==> config.mk <==
export PLATFORM = sky130hd
export DESIGN_NAME = dpt_channel
export DESIGN_NICKNAME = d
export VERILOG_FILES = /design/src/pkg/dpt_pkg.sv /design/src/hw/dpt_wrap_counter.sv /design/src/hw/dpt_channel.sv
export SDC_FILE = /design/constraint.sdc
export NUM_CORES = 1
export LEC_CHECK = 0
export ABC_AREA = 0
export BUFFER_PORTS_ARGS = -buffer_cell sky130_fd_sc_hd__buf_2
export CAP_MARGIN = 10
export CORE_ASPECT_RATIO = 2
export CORE_UTILIZATION = 35
export DETAILED_ROUTE_END_ITERATION = 12
export HOLD_SLACK_MARGIN = 0.08
export PLACE_DENSITY = 0.58
export SLEW_MARGIN = 5
export SYNTH_ARGS = -nofsm -noshare
export SYNTH_HDL_FRONTEND = slang
export SYNTH_HIERARCHICAL = 1
export SYNTH_SLANG_ARGS = --single-unit
==> constraint.sdc <==
create_clock -name CLK_SYS_I -period 7.4 [get_ports CLK_SYS_I]
set_clock_uncertainty 0.05 [all_clocks]
set_input_delay 1.85 -clock CLK_SYS_I [delete_from_list [all_inputs] [get_ports CLK_SYS_I]]
set_output_delay 1.85 -clock CLK_SYS_I [all_outputs]
set_load 0.02 [all_outputs]
==> src/pkg/dpt_pkg.sv <==
// package: register map, field layout and reset values for the channel pointer tracker
package dpt_pkg;
  localparam int          DPT_DATA_W        = 32;
  localparam int          DPT_FIELD_W       = 16;
  localparam int          DPT_ADDR_W        = 8;
  localparam int          DPT_XFER_W        = 3;
  localparam logic [7:0]  DPT_SRC_IDX_OFF   = 8'h00;
  localparam logic [7:0]  DPT_DST_IDX_OFF   = 8'h04;
  localparam logic [7:0]  DPT_EVT_SIZE_OFF  = 8'h08;
  localparam logic [7:0]  DPT_EVT_PROG_OFF  = 8'h0c;
  localparam logic [7:0]  DPT_SRC_LEN_OFF   = 8'h10;
  localparam logic [7:0]  DPT_DST_LEN_OFF   = 8'h14;
  localparam logic [7:0]  DPT_MATCH_OFF     = 8'h18;
  localparam logic [7:0]  DPT_CTRL_OFF      = 8'h1c;
  localparam int          DPT_CTRL_PAT_BIT  = 0;
  localparam logic [15:0] DPT_FIELD_RST     = 16'h0000;
  localparam logic [7:0]  DPT_MATCH_RST     = 8'h00;
  localparam logic [16:0] DPT_ZERO_AS_FULL  = 17'h10000;
endpackage

==> src/hw/dpt_wrap_counter.sv <==
// wrapping byte counter: advance by a transfer, clear on request, wrap at a length
`timescale 1ns/100ps
module dpt_wrap_counter
  import dpt_pkg::*;
#(
  parameter int W  = 16,
  parameter int XW = 3
) (
  input  wire logic          clk_i,
  input  wire logic          rst_n_i,
  input  wire logic          clear_i,
  input  wire logic          adv_i,
  input  wire logic [XW-1:0] step_i,
  input  wire logic [W-1:0]  length_i,
  output logic      [W-1:0]  count_o,
  output logic               wrap_o
);
  logic [W-1:0] count_q;
  logic [W-1:0] count_d;
  wire  [W:0]   limit = (length_i == '0) ? DPT_ZERO_AS_FULL[W:0] : {1'b0, length_i};
  wire  [W:0]   sum   = {1'b0, count_q} + {{(W+1-XW){1'b0}}, step_i};
  assign wrap_o = adv_i && (sum >= limit);
  always_comb begin
    count_d = count_q;
    if (clear_i) begin
      count_d = '0;
    end else if (adv_i) begin
      count_d = wrap_o ? '0 : sum[W-1:0];
    end
  end
  always_ff @(posedge clk_i) begin
    if (!rst_n_i) begin
      count_q <= '0;
    end else begin
      count_q <= count_d;
    end
  end
  assign count_o = count_q;
endmodule

==> src/hw/dpt_channel.sv <==
// dma channel pointer tracking with apb register slave
`timescale 1ns/100ps
//
// Summary of operation
// a 16-bit read-only source byte index tells which source byte is accessed next.
// in pattern termination mode a pattern match clears the source index.
// a 16-bit read-only destination byte index tells which destination byte is next.
// software writes a 16-bit cell size, bytes per trigger event, where zero means 65,536.
// a 16-bit read-only cell progress counter counts bytes moved since the last event.
// in pattern termination mode a pattern match also clears the cell progress counter.
// bits 31 to 16 of the index, size and progress registers read as zero.
// after reset the index, size and progress fields are all zero.
// source and destination buffer lengths are 16-bit byte counts where zero means 65,536.
// software loads the byte to match into the match byte field for pattern termination.
// each transfer advances indices and progress; indices wrap at their length, progress clears per event.
//
module dpt_channel
  import dpt_pkg::*;
#(
  parameter int FW = DPT_FIELD_W,
  parameter int XW = DPT_XFER_W
) (
  input  wire logic                  CLK_SYS_I,
  input  wire logic                  RESETN_I,
  input  wire logic                  PSEL_I,
  input  wire logic                  PENABLE_I,
  input  wire logic                  PWRITE_I,
  input  wire logic [DPT_ADDR_W-1:0] PADDR_I,
  input  wire logic [DPT_DATA_W-1:0] PWDATA_I,
  input  wire logic [3:0]            PSTRB_I,
  input  wire logic                  EVENT_I,
  input  wire logic                  XFER_I,
  input  wire logic [XW-1:0]         XFER_BYTES_I,
  input  wire logic                  MATCH_I,
  output logic                       PREADY_O,
  output logic [DPT_DATA_W-1:0]      PRDATA_O,
  output logic                       PSLVERR_O,
  output logic                       CELL_DONE_O,
  output logic                       SRC_WRAP_O,
  output logic                       DST_WRAP_O,
  output logic [7:0]                 MATCH_BYTE_O,
  output logic                       PAT_MODE_O
);
  ////////////////////////////////////////////////////////////////////////
  // apb decode
  logic [FW-1:0]          evt_size_q;
  logic [FW-1:0]          src_len_q;
  logic [FW-1:0]          dst_len_q;
  logic [7:0]             match_q;
  logic                   pat_mode_q;
  logic                   pready_q;
  logic [DPT_DATA_W-1:0]  prdata_q;
  logic                   pslverr_q;
  logic                   cell_done_q;
  logic                   src_wrap_q;
  logic                   dst_wrap_q;
  logic [FW-1:0]          src_idx;
  logic [FW-1:0]          dst_idx;
  logic [FW-1:0]          prog;
  logic                   src_wrap;
  logic                   dst_wrap;
  logic                   prog_full;

  wire access   = PSEL_I && PENABLE_I && !pready_q;
  // write lands on the edge that completes the transfer
  wire wr_acc   = PSEL_I && PENABLE_I && pready_q && PWRITE_I;
  wire sel_src  = (PADDR_I == DPT_SRC_IDX_OFF);
  wire sel_dst  = (PADDR_I == DPT_DST_IDX_OFF);
  wire sel_size = (PADDR_I == DPT_EVT_SIZE_OFF);
  wire sel_prog = (PADDR_I == DPT_EVT_PROG_OFF);
  wire sel_slen = (PADDR_I == DPT_SRC_LEN_OFF);
  wire sel_dlen = (PADDR_I == DPT_DST_LEN_OFF);
  wire sel_mat  = (PADDR_I == DPT_MATCH_OFF);
  wire sel_ctl  = (PADDR_I == DPT_CTRL_OFF);
  wire mapped   = sel_src | sel_dst | sel_size | sel_prog | sel_slen | sel_dlen | sel_mat | sel_ctl;
  wire ro_hit   = sel_src | sel_dst | sel_prog;
  wire bad      = !mapped || (PWRITE_I && ro_hit);
  wire pat_clr  = pat_mode_q && MATCH_I;

  // read mux, upper half always zero
  wire [FW-1:0] rd_field = sel_src  ? src_idx :
                           sel_dst  ? dst_idx :
                           sel_size ? evt_size_q :
                           sel_prog ? prog :
                           sel_slen ? src_len_q :
                           sel_dlen ? dst_len_q :
                           sel_mat  ? {{(FW-8){1'b0}}, match_q} :
                           sel_ctl  ? {{(FW-1){1'b0}}, pat_mode_q} : '0;
  wire [DPT_DATA_W-1:0] rd_word = {{(DPT_DATA_W-FW){1'b0}}, rd_field};

  // byte-lane merge for 16-bit fields
  function automatic logic [15:0] merge16(input logic [15:0] old, input logic [31:0] d, input logic [3:0] s);
    merge16 = {s[1] ? d[15:8] : old[15:8], s[0] ? d[7:0] : old[7:0]};
  endfunction

  ////////////////////////////////////////////////////////////////////////
  // software registers
  wire          wr_ok      = wr_acc && !bad;
  wire          size_we    = wr_ok && sel_size;
  wire          slen_we    = wr_ok && sel_slen;
  wire          dlen_we    = wr_ok && sel_dlen;
  wire          match_we   = wr_ok && sel_mat && PSTRB_I[0];
  wire          mode_we    = wr_ok && sel_ctl && PSTRB_I[0];
  wire [FW-1:0] evt_size_d = merge16(evt_size_q, PWDATA_I, PSTRB_I);
  wire [FW-1:0] src_len_d  = merge16(src_len_q, PWDATA_I, PSTRB_I);
  wire [FW-1:0] dst_len_d  = merge16(dst_len_q, PWDATA_I, PSTRB_I);
  wire [7:0]    match_d    = PWDATA_I[7:0];
  wire          pat_mode_d = PWDATA_I[DPT_CTRL_PAT_BIT];

  always_ff @(posedge CLK_SYS_I) begin
    if (!RESETN_I) begin
      evt_size_q <= DPT_FIELD_RST;
    end else if (size_we) begin
      evt_size_q <= evt_size_d;
    end
  end

  always_ff @(posedge CLK_SYS_I) begin
    if (!RESETN_I) begin
      src_len_q <= DPT_FIELD_RST;
    end else if (slen_we) begin
      src_len_q <= src_len_d;
    end
  end

  always_ff @(posedge CLK_SYS_I) begin
    if (!RESETN_I) begin
      dst_len_q <= DPT_FIELD_RST;
    end else if (dlen_we) begin
      dst_len_q <= dst_len_d;
    end
  end

  always_ff @(posedge CLK_SYS_I) begin
    if (!RESETN_I) begin
      match_q <= DPT_MATCH_RST;
    end else if (match_we) begin
      match_q <= match_d;
    end
  end

  always_ff @(posedge CLK_SYS_I) begin
    if (!RESETN_I) begin
      pat_mode_q <= 1'b0;
    end else if (mode_we) begin
      pat_mode_q <= pat_mode_d;
    end
  end

  ////////////////////////////////////////////////////////////////////////
  // apb response, one wait state
  always_ff @(posedge CLK_SYS_I) begin
    if (!RESETN_I) begin
      pready_q  <= 1'b0;
      prdata_q  <= '0;
      pslverr_q <= 1'b0;
    end else begin
      pready_q  <= access;
      pslverr_q <= access && bad;
      prdata_q  <= (access && !PWRITE_I && mapped) ? rd_word : '0;
    end
  end

  ////////////////////////////////////////////////////////////////////////
  // pointer counters
  dpt_wrap_counter #(.W(FW), .XW(XW)) u_src (
    .clk_i    (CLK_SYS_I),
    .rst_n_i  (RESETN_I),
    .clear_i  (pat_clr),
    .adv_i    (XFER_I),
    .step_i   (XFER_BYTES_I),
    .length_i (src_len_q),
    .count_o  (src_idx),
    .wrap_o   (src_wrap)
  );
  dpt_wrap_counter #(.W(FW), .XW(XW)) u_dst (
    .clk_i    (CLK_SYS_I),
    .rst_n_i  (RESETN_I),
    .clear_i  (1'b0),
    .adv_i    (XFER_I),
    .step_i   (XFER_BYTES_I),
    .length_i (dst_len_q),
    .count_o  (dst_idx),
    .wrap_o   (dst_wrap)
  );
  // progress counter clears on new event or on a match in pattern mode; wraps when the cell is full
  dpt_wrap_counter #(.W(FW), .XW(XW)) u_prog (
    .clk_i    (CLK_SYS_I),
    .rst_n_i  (RESETN_I),
    .clear_i  (pat_clr || EVENT_I),
    .adv_i    (XFER_I),
    .step_i   (XFER_BYTES_I),
    .length_i (evt_size_q),
    .count_o  (prog),
    .wrap_o   (prog_full)
  );

  always_ff @(posedge CLK_SYS_I) begin
    if (!RESETN_I) begin
      cell_done_q <= 1'b0;
      src_wrap_q  <= 1'b0;
      dst_wrap_q  <= 1'b0;
    end else begin
      cell_done_q <= prog_full && !pat_clr && !EVENT_I;
      src_wrap_q  <= src_wrap && !pat_clr;
      dst_wrap_q  <= dst_wrap;
    end
  end

  assign PREADY_O     = pready_q;
  assign PRDATA_O     = prdata_q;
  assign PSLVERR_O    = pslverr_q;
  assign CELL_DONE_O  = cell_done_q;
  assign SRC_WRAP_O   = src_wrap_q;
  assign DST_WRAP_O   = dst_wrap_q;
  assign MATCH_BYTE_O = match_q;
  assign PAT_MODE_O   = pat_mode_q;
endmodule

==> out/qor.yml, run 1 <==
status:
  status: "finished clean"
floorplan:
  ios: 101
  row_count: 77
  core_sq_mm: 0.0221
  die_h_um: 214
  initial_core_util_pct: 35.7
  dieArea_sq_mm: 0.0232
  dieWidth_um: 108
pwr:
  p_comb_share_pct: 8.0
  p_per_area_mw_per_mm2: 189
  swShare_pct: 26.1
  switchingPower_uw: 433
  p_clk_share_pct: 50.5
  p_leak_nw: 3.65
  ir_drop_mv: 0.0852
  pwr-share-seq_pct: 41.4
  p_int_mw: 1.23
critical_path:
  cp_top_family: "compound AO/OA/AOI/OAI gates"
  cp_slowest_stage_delay_ns: 0.66
  cp_max_fo: 9
  critPathKind: "input port to register"
  crit_path_top_delay_cell: "o21ai_0"
  cp-start-kind: "input port"
  critical_path.cell_chain: "buf_2, ha_1, nand3_1, o21ai_0, and2_0, nand2_1, xnor2_1, ha_1, nand4_1, nor2_1, a221o_1, a211oi_2, and3_1, a22o_1"
  r2r_start: "u_prog/count_o[2]$_SDFFE_PP0P_"
  endpoint_kind: "register"
  crit_start: "XFER_BYTES_I[2]"
  cp_data_arrival_time_ns: 5.94
  path_buf_inv: 1
  worstPathRequired_ns: 7.73
  critical_path.most_common_cell: "ha_1"
detailed_routing:
  route.detailed.drc: 0
  met3_length_um: 809
  drt-met1-wl_um: 8670
  wl_per_cell_um: 19.0
  top_layer: "met4"
  routed_wl_um: 23600
  drt_pass1_iterations: 5
  wl_met2_um: 12700
  vias_per_cell: 5.51
  vias: 6830
  dr.first_iter.drc_count: 396
  ant_nets: 0
sta:
  hold_violations: 0
  rsz0062_at_grt: "false"
  holdWs_ns: 0.425
  finalCritPeriodShare_pct: 75.8
  worstMarginPinSlew_ns: 1.02
  drv_slew: 0
  setup_viol: 0
  clock.fmax_mhz: 178
  tns_ns: 0
  slew_headroom_pct: 31.8
  timing.final.ws_setup_ns: 1.79
  min_period_ns: 5.61
clock_network:
  clock-root-buffer: "clkbuf_16"
  tritoncts: "done"
  clock_sinks: 126
  cts_hold_buf: 0
  path_clk_slew_ns: 0.06
  clkLatencyLatePin_ns: 0.44
  ctsResizeCount: 0
  clockBufferDepth: 2
  postCtsSetupBuffers: 0
  cts_buffers: 17
  cts.htree.levels: 4
layout:
  drive_gt1_share_pct: 16.5
  layout_commonest_cell: "dfxtp_1"
  final_cell_mix: "dfxtp_1 (126), nand2_1 (85), nand3_1 (75)"
  nNetsFinal: 1069
  syn2layout_area_growth_pct: 11.6
  final_area_sq_mm: 0.00880
  antenna_cells: 0
  final_util_pct: 39.9
flow_run:
  drv_cap: 0
global_routing:
  grt_remaining_overflow: 0
  grt_pass1_wl_um: 36800
  grtUsageTotal_pct: 21.4
  first_global_vias: 6752
  grt_start_max_net_pins: 77
  antenna_found_initial: 0
synthesis:
  synthCells: 915
  yosys_register_bits: 126
  synth-main-ff-cell: "dfxtp_1"
  synth.avg_cell_area_sq_um: 8.62
  seq_area_frac_synth_pct: 32.0
  synth-edff-count: 0
  async_flop_share_pct: 0
  ys.warnings.count: 6
  synth.distinct_cells: 74
  synth_area_sq_mm: 0.00789
place:
  dpl_worst_slack_ns: 1.36
  io_buffers: 66
  dp_hpwl_um: 18300
  placed_area_sq_mm: 0.00821
  gp_congestion: 0.867
hold_path:
  min_path_type: "register to register"
  hp-start: "MATCH_BYTE_O[6]$_SDFFE_PN0P_"
==> per-layer routing <==
metal / up-vias / GRT usage, %
met5: - / 0
met3: 78 / 3.37
met2: 209 / 38.9
met1: 3225 / 21.6
li1: 3318 / -
met4: 0 / 14.6
==> synth_stat cells (4+ instances only) <==
cell type | number | area [sq um]
a2111oi_0 | 4 | 35.0
and3_1 | 15 | 93.8
nand2_1 | 85 | 319
dfxtp_1 | 126 | 2520
or4_1 | 5 | 37.5
o21ai_2 | 24 | 210
buf_6 | 6 | 67.6
inv_1 | 57 | 214
buf_2 | 7 | 35.0
nand4_1 | 17 | 106
and4_1 | 5 | 43.8
a21oi_1 | 32 | 160
o21ai_0 | 46 | 230
a211oi_2 | 4 | 50.1
a31oi_1 | 5 | 31.3
nor4_1 | 16 | 100
ha_1 | 60 | 751
clkbuf_1 | 28 | 105
nor2b_1 | 8 | 50.1
nand3_1 | 75 | 375
a21o_1 | 10 | 75.1
mux2_2 | 9 | 101
a221o_1 | 4 | 40.0
o22ai_1 | 7 | 43.8
mux2i_1 | 27 | 270
xor2_1 | 22 | 193
buf_4 | 17 | 128
a22o_1 | 28 | 245
a222oi_1 | 5 | 50.1
xnor2_1 | 29 | 254
nor2_1 | 47 | 176
buf_1 | 6 | 22.5
nand2b_1 | 10 | 62.6
and2_1 | 8 | 50.1
==> worst min-delay path, delay by kind of cell, from the launching register on <==
| family | cells | cell delay [ns] |
|---|---|---|
| DFF | 1 | 0.32 |
| and+or+nand+nor | 1 | 0.06 |
| muxes | 1 | 0.05 |
==> worst paths after layout <==
kind	depth (start not counted)	slack [ns]	end
worst max-delay path	14	1.79	u_prog/count_o[2]$_SDFFE_PP0P_
worst min-delay path	2	0.42	MATCH_BYTE_O[6]$_SDFFE_PN0P_
worst max register to register	13	3.03	u_prog/count_o[2]$_SDFFE_PP0P_
worst min register to register	2	0.42	MATCH_BYTE_O[6]$_SDFFE_PN0P_
==> power groups by stage <==
| stage | clock, mW | sequential (mW) | combinational (mW) |
|---|---|---|---|
| 3_5_place_dp | 0 | 0.703 | 0.132 |
| 3_3_place_gp | 0 | 0.702 | 0.131 |
| 4_1_cts | 0.854 | 0.688 | 0.133 |
| 5_1_grt | 0.883 | 0.688 | 0.144 |
| 6_report | 0.839 | 0.688 | 0.133 |
| 2_1_floorplan | 0 | 0.701 | 0.0959 |
==> flip-flops by register name, summed over array words and instances (netlist names) <==
name / count
evt_size_q: 16
u_prog/count_o: 16
u_dst/count_o: 16
src_len_q: 16
CELL_DONE_O: 1
PAT_MODE_O: 1
PREADY_O: 1
PSLVERR_O: 1
dst_len_q: 16
u_src/count_o: 16
DST_WRAP_O: 1
MATCH_BYTE_O: 8
SRC_WRAP_O: 1
PRDATA_O: 16
==> metrics by stage <==
stage          power [mW]  std cells
2_1_floorplan       0.797        932
3_3_place_gp        0.833       1208
3_5_place_dp        0.835       1208
4_1_cts              1.67       1240
5_1_grt              1.72       1240
6_report             1.66       1240
==> cell families (layout without fill, tap and decap cells) <==
kind of cell | after synthesis | in the layout | synth area share, %
and+or+nand+nor | 317 | 317 | 20.8
xor gates and xnor gates | 51 | 51 | 5.66
adders and majority gates | 63 | 63 | 10.3
muxes | 39 | 39 | 5.57
DFF | 126 | 126 | 32.0
AOI/OAI and AO/OA | 193 | 193 | 17.5
buffers and inverters | 125 | 157 | 8.12
other | 1 | 18 | 0.0476
==> cell type report <==
cell class | count | area (sq um)
multi-input combinational | 681 | 4790
inverter | 57 | 214
timing repair buffer | 68 | 345
tap | 276 | 345
fill | 2224 | 13300
clock inverter | 14 | 144
clock buffer | 18 | 439
sequential | 126 | 2520
Power figures use the tool's default switching activity.
==> inputs of run 2 (changes only) <==
- clock period: 7.4 -> 5.5 ns (I/O delays scaled with it)
==> out/qor.yml, run 2 (synthesized netlist as in run 1, its figures left out) <==
clock_network:
  tritoncts: "done"
  path_clk_slew_ns: 0.06
  clock_sinks: 126
  clockBufferDepth: 2
  cts.htree.levels: 4
  postCtsSetupBuffers: 0
  cts_buffers: 17
  clock-root-buffer: "clkbuf_16"
  clkLatencyLatePin_ns: 0.43
  ctsResizeCount: 0
  cts_hold_buf: 0
sta:
  rsz0062_at_grt: "false"
  slew_headroom_pct: 32.4
  drv_slew: 0
  tns_ns: 0
  holdWs_ns: 0.430
  timing.final.ws_setup_ns: 0.739
  worstMarginPinSlew_ns: 1.01
  min_period_ns: 4.76
  finalCritPeriodShare_pct: 86.6
  setup_viol: 0
  clock.fmax_mhz: 210
  hold_violations: 0
detailed_routing:
  routed_wl_um: 23600
  vias_per_cell: 5.46
  route.detailed.drc: 0
  vias: 6798
  dr.first_iter.drc_count: 416
  drt_pass1_iterations: 5
  ant_nets: 0
  wl_per_cell_um: 18.9
floorplan:
  core_sq_mm: 0.0221
  dieArea_sq_mm: 0.0232
  die_h_um: 214
  dieWidth_um: 108
  ios: 101
  row_count: 77
  initial_core_util_pct: 35.7
critical_path:
  crit_path_top_delay_cell: "o21ai_0"
  cp_data_arrival_time_ns: 5.09
  cp_top_family: "compound AO/OA/AOI/OAI gates"
  cp-start-kind: "input port"
  critical_path.cell_chain: "buf_2, ha_1, nand3_1, o21ai_0, and2_0, nand2_1, xnor2_1, ha_1, a21oi_2, nand2_1, a221o_1, a211oi_2, and3_1, a22o_1"
  critPathKind: "input port to register"
  path_buf_inv: 1
  endpoint_kind: "register"
  cp_max_fo: 9
  cp_slowest_stage_delay_ns: 0.50
  worstPathRequired_ns: 5.83
place:
  dpl_worst_slack_ns: 0.352
  dp_hpwl_um: 18600
  gp_congestion: 0.874
  io_buffers: 66
layout:
  final_util_pct: 40.3
  final_cell_mix: "dfxtp_1 (126), nand2_1 (85), nand3_1 (75)"
  drive_gt1_share_pct: 16.7
  nNetsFinal: 1074
  layout_commonest_cell: "dfxtp_1"
  syn2layout_area_growth_pct: 12.8
  antenna_cells: 0
global_routing:
  grtUsageTotal_pct: 21.3
  grt_remaining_overflow: 0
  grt_start_max_net_pins: 68
  first_global_vias: 6719
  antenna_found_initial: 0
  grt_pass1_wl_um: 36200
flow_run:
  drv_cap: 0
pwr:
  p_per_area_mw_per_mm2: 264
  p_leak_nw: 3.71
  ir_drop_mv: 0.169
status:
  status: "finished clean"
hold_path:
  min_path_type: "register to register"
## run 2: changes by cell type in the layout (fill, tap and decap cells not counted), sizes merged
cell,before,now
clkinv,6,3
clkinvlp,5,1
clkbuf,18,23
bufinv,2,4
buf,68,73
## run 2: path summary, 6_finish.rpt
path / startpoint / end / slack [ns] / depth (start not counted)
max reg2reg: u_dst/count_o[2]$_SDFFE_PP0P_ / u_dst/count_o[9]$_SDFFE_PP0P_ / 1.46 / 13
min reg2reg: MATCH_BYTE_O[6]$_SDFFE_PN0P_ / MATCH_BYTE_O[6]$_SDFFE_PN0P_ / 0.43 / 2
min: MATCH_BYTE_O[6]$_SDFFE_PN0P_ / MATCH_BYTE_O[6]$_SDFFE_PN0P_ / 0.43 / 2
max: XFER_BYTES_I[2] / u_dst/count_o[9]$_SDFFE_PP0P_ / 0.74 / 14
## run 2: metal layers
| metal | global-route usage [%] | wire length [um] | vias to the layer above |
|---|---|---|---|
| met5 | 0 | 0 | - |
| met4 | 13.6 | 1280 | 0 |
| met3 | 4.10 | 832 | 57 |
| met2 | 39.7 | 13000 | 186 |
| met1 | 20.6 | 8460 | 3240 |
| li1 | - | - | 3315 |
## run 2: cell type report
cell class / count / area, sq um
multi-input combinational: 681 / 4790
fill: 2197 / 13200
inverter: 57 / 214
sequential: 126 / 2520
clock buffer: 23 / 488
clock inverter: 9 / 155
timing repair buffer: 73 / 383
tap: 276 / 345
## run 2: stage by stage
| step | cells | power [mW] | cell area (sq um) |
|---|---|---|---|
| 3_3_place_gp | 1213 | 1.12 | 8250 |
| 4_1_cts | 1245 | 2.37 | 8890 |
| 3_5_place_dp | 1213 | 1.12 | 8250 |
| 6_report | 1245 | 2.35 | 8890 |
| 5_1_grt | 1245 | 2.42 | 8890 |
| 2_1_floorplan | 932 | 1.07 | 7950 |
## run 2: power by group
part	leakage [nW]	switching [mW]	internal, mW
clock	0.314	0.434	0.807
combinational	2.38	0.122	0.0585
sequential	1.02	0.00674	0.918
## run 2: tightest hold or removal path, cell delays in order, from the launching register on
cell and delay (ns):
dfxtp_1 0.32, nand2_1 0.06, mux2i_1 0.05
==> inputs of run 3 (changes only) <==
- ABC_AREA: 0 -> 1
- PLACE_DENSITY: 0.58 -> 0.57
==> out/qor.yml, run 3 <==
synthesis:
  synth.avg_cell_area_sq_um: 6.46
  synth_compound_area_share_pct: 8.61
  yosys.area.top_type: "dfxtp_1"
  synthCells: 1419
  synth_area_sq_mm: 0.00916
  ys.warnings.count: 6
  synth-main-ff-cell: "dfxtp_1"
  synth.distinct_cells: 44
  synthMuxAreaShare_pct: 0.219
  synthTopCellsByCount: "nand2_1 (381), nor2_1 (213), inv_1 (176), dfxtp_1 (126), nand3_1 (106)"
  synthMostInstantiatedCell: "nand2_1"
  synthAdderAreaFrac_pct: 8.85
  synthSimpleGateAreaFrac_pct: 42.3
  yosys_register_bits: 126
  synthTopCellsByArea: "dfxtp_1 (28%), nand2_1 (16%), nor2_1 (8.7%)"
  yosys.area.top_type_share_pct: 27.5
  async_flop_share_pct: 0
  seq_area_frac_synth_pct: 27.5
  synth-edff-count: 0
  synth-xor-area-share_pct: 1.04
  synth_top_family_by_area: "simple AND/OR/NAND/NOR gates"
sta:
  worstMarginPinSlew_ns: 1.24
  hold_violations: 0
  slew_headroom_pct: 16.9
  tns_ns: 0
  finalCritPeriodShare_pct: 75.3
  drv_slew: 0
  min_period_ns: 4.14
  rsz0062_at_grt: "false"
  setup_viol: 0
  clock.fmax_mhz: 242
detailed_routing:
  met3_length_um: 1320
  wl_per_cell_um: 17.1
  routed_wl_um: 31200
  dr.first_iter.drc_count: 504
  drt_pass1_iterations: 7
  drt-met1-wl_um: 10400
  vias: 9145
  ant_nets: 0
  vias_per_cell: 5.02
  top_layer: "met4"
  route.detailed.drc: 0
  wl_met2_um: 16500
flow_run:
  drv_cap: 0
floorplan:
  dieArea_sq_mm: 0.0269
  ios: 101
  core_sq_mm: 0.0257
  row_count: 83
  dieWidth_um: 116
  die_h_um: 231
  initial_core_util_pct: 35.7
clock_network:
  clockBufferDepth: 2
  cts_buffers: 17
  cts.htree.levels: 4
  path_clk_slew_ns: 0.06
  tritoncts: "done"
  cts_hold_buf: 0
  postCtsSetupBuffers: 0
  clock_sinks: 126
  ctsResizeCount: 0
  clock-root-buffer: "clkbuf_16"
  clkLatencyLatePin_ns: 0.44
place:
  dp_hpwl_um: 25100
  gp_congestion: 0.924
  io_buffers: 66
global_routing:
  antenna_found_initial: 0
  grt_remaining_overflow: 0
  grt_start_max_net_pins: 47
  grtUsageTotal_pct: 24.3
  grt_pass1_wl_um: 47400
  first_global_vias: 8761
layout:
  antenna_cells: 0
  final_util_pct: 40.2
  drive_gt1_share_pct: 14.4
  nNetsFinal: 1587
  final_cell_mix: "nand2_1 (381), nor2_1 (213), inv_1 (176)"
  layout_commonest_cell: "nand2_1"
  syn2layout_area_growth_pct: 12.5
critical_path:
  critPathKind: "input port to register"
  worstPathRequired_ns: 5.79
  reg2reg_slack_ns: 2.12
  endpoint_kind: "register"
  cp_data_arrival_time_ns: 4.43
  cp_max_fo: 11
  cp-start-kind: "input port"
pwr:
  ir_drop_mv: 0.217
  p_leak_nw: 4.82
  total_power_mw: 2.46
  p_per_area_mw_per_mm2: 239
hold_path:
  min_path_type: "register to register"
status:
  status: "finished clean"
==> run 3: cell types whose count changed in the layout (fill, tap and decap cells not counted), moves of 25 or more <==
cell / previous run / this run
a22o_1: 28 / 0
inv_1: 57 / 176
mux2i_1: 27 / 2
nand2_1: 85 / 381
nand3_1: 75 / 106
nor2_1: 47 / 213
nor2_2: 0 / 32
xnor2_1: 29 / 0
==> run 3: logic make-up after synthesis <==
| kind of cell | after synthesis |
|---|---|
| AOI/OAI and AO/OA | 134 |
| adders and majority gates | 63 |
| xor gates and xnor gates | 10 |
| muxes | 2 |
| buffers and inverters | 243 |
| and+or+nand+nor | 840 |
| DFF | 126 |
| other | 1 |
==> run 3: power by group <==
part           switching (mW)  internal (mW)  leakage (nW)
combinational           0.197         0.0967          3.51
clock                   0.461          0.753         0.293
sequential             0.0269          0.929          1.02
==> run 3: metal layers <==
metal	vias to the layer above	global-route usage (%)
met1	4160	22.3
met5	-	0
met4	0	21.8
met2	303	44.5
met3	111	3.73
li1	4571	-
==> run 3: area by class of cell <==
class / count / area, sq um
Fill cell: 2851 / 15300
Multi-Input combinational cell: 1066 / 5650
Sequential cell: 126 / 2520
Inverter: 185 / 694
Clock buffer: 21 / 470
Tap cell: 340 / 425
Timing Repair Buffer: 73 / 383
Clock inverter: 11 / 155
==> run 3: path summary, 6_finish.rpt <==
| path | from | endpoint | cells past startpoint |
|---|---|---|---|
| setup / recovery | XFER_BYTES_I[0] | CELL_DONE_O$_SDFF_PN0_ | 16 |
| hold / removal | PREADY_O$_SDFF_PN0_ | PREADY_O$_SDFF_PN0_ | 1 |
| setup reg to reg | u_prog/count_o[0]$_SDFFE_PP0P_ | CELL_DONE_O$_SDFF_PN0_ | 15 |
| hold reg to reg | PREADY_O$_SDFF_PN0_ | PREADY_O$_SDFF_PN0_ | 1 |
==> run 3: worst max-delay path, cell delays in order <==
cell and delay (ns):
buf_2 0.19, ha_1 0.26, fa_1 0.23, nand2_1 0.11, nand2_1 0.10, nand3_1 0.11
nor2_2 0.11, inv_1 0.06, nor4_1 0.36, ha_1 0.26, nand2_1 0.08, nor3_1 0.23
nand2_2 0.18, a21oi_4 0.48, nand2_1 0.09, nor2_1 0.21
==> run 3: stage by stage <==
stage	cell area [sq um]	setup slack, ns	instances	hold WS (ns)
after floorplan	9220	1.78	1435	0.433
after global routing	10300	1.24	1822	0.450
after CTS	10300	1.38	1822	0.423
after detailed placement	9680	0.948	1790	0.412
after global placement	9680	0.969	1790	0.400
final	10300	1.36	1822	0.419
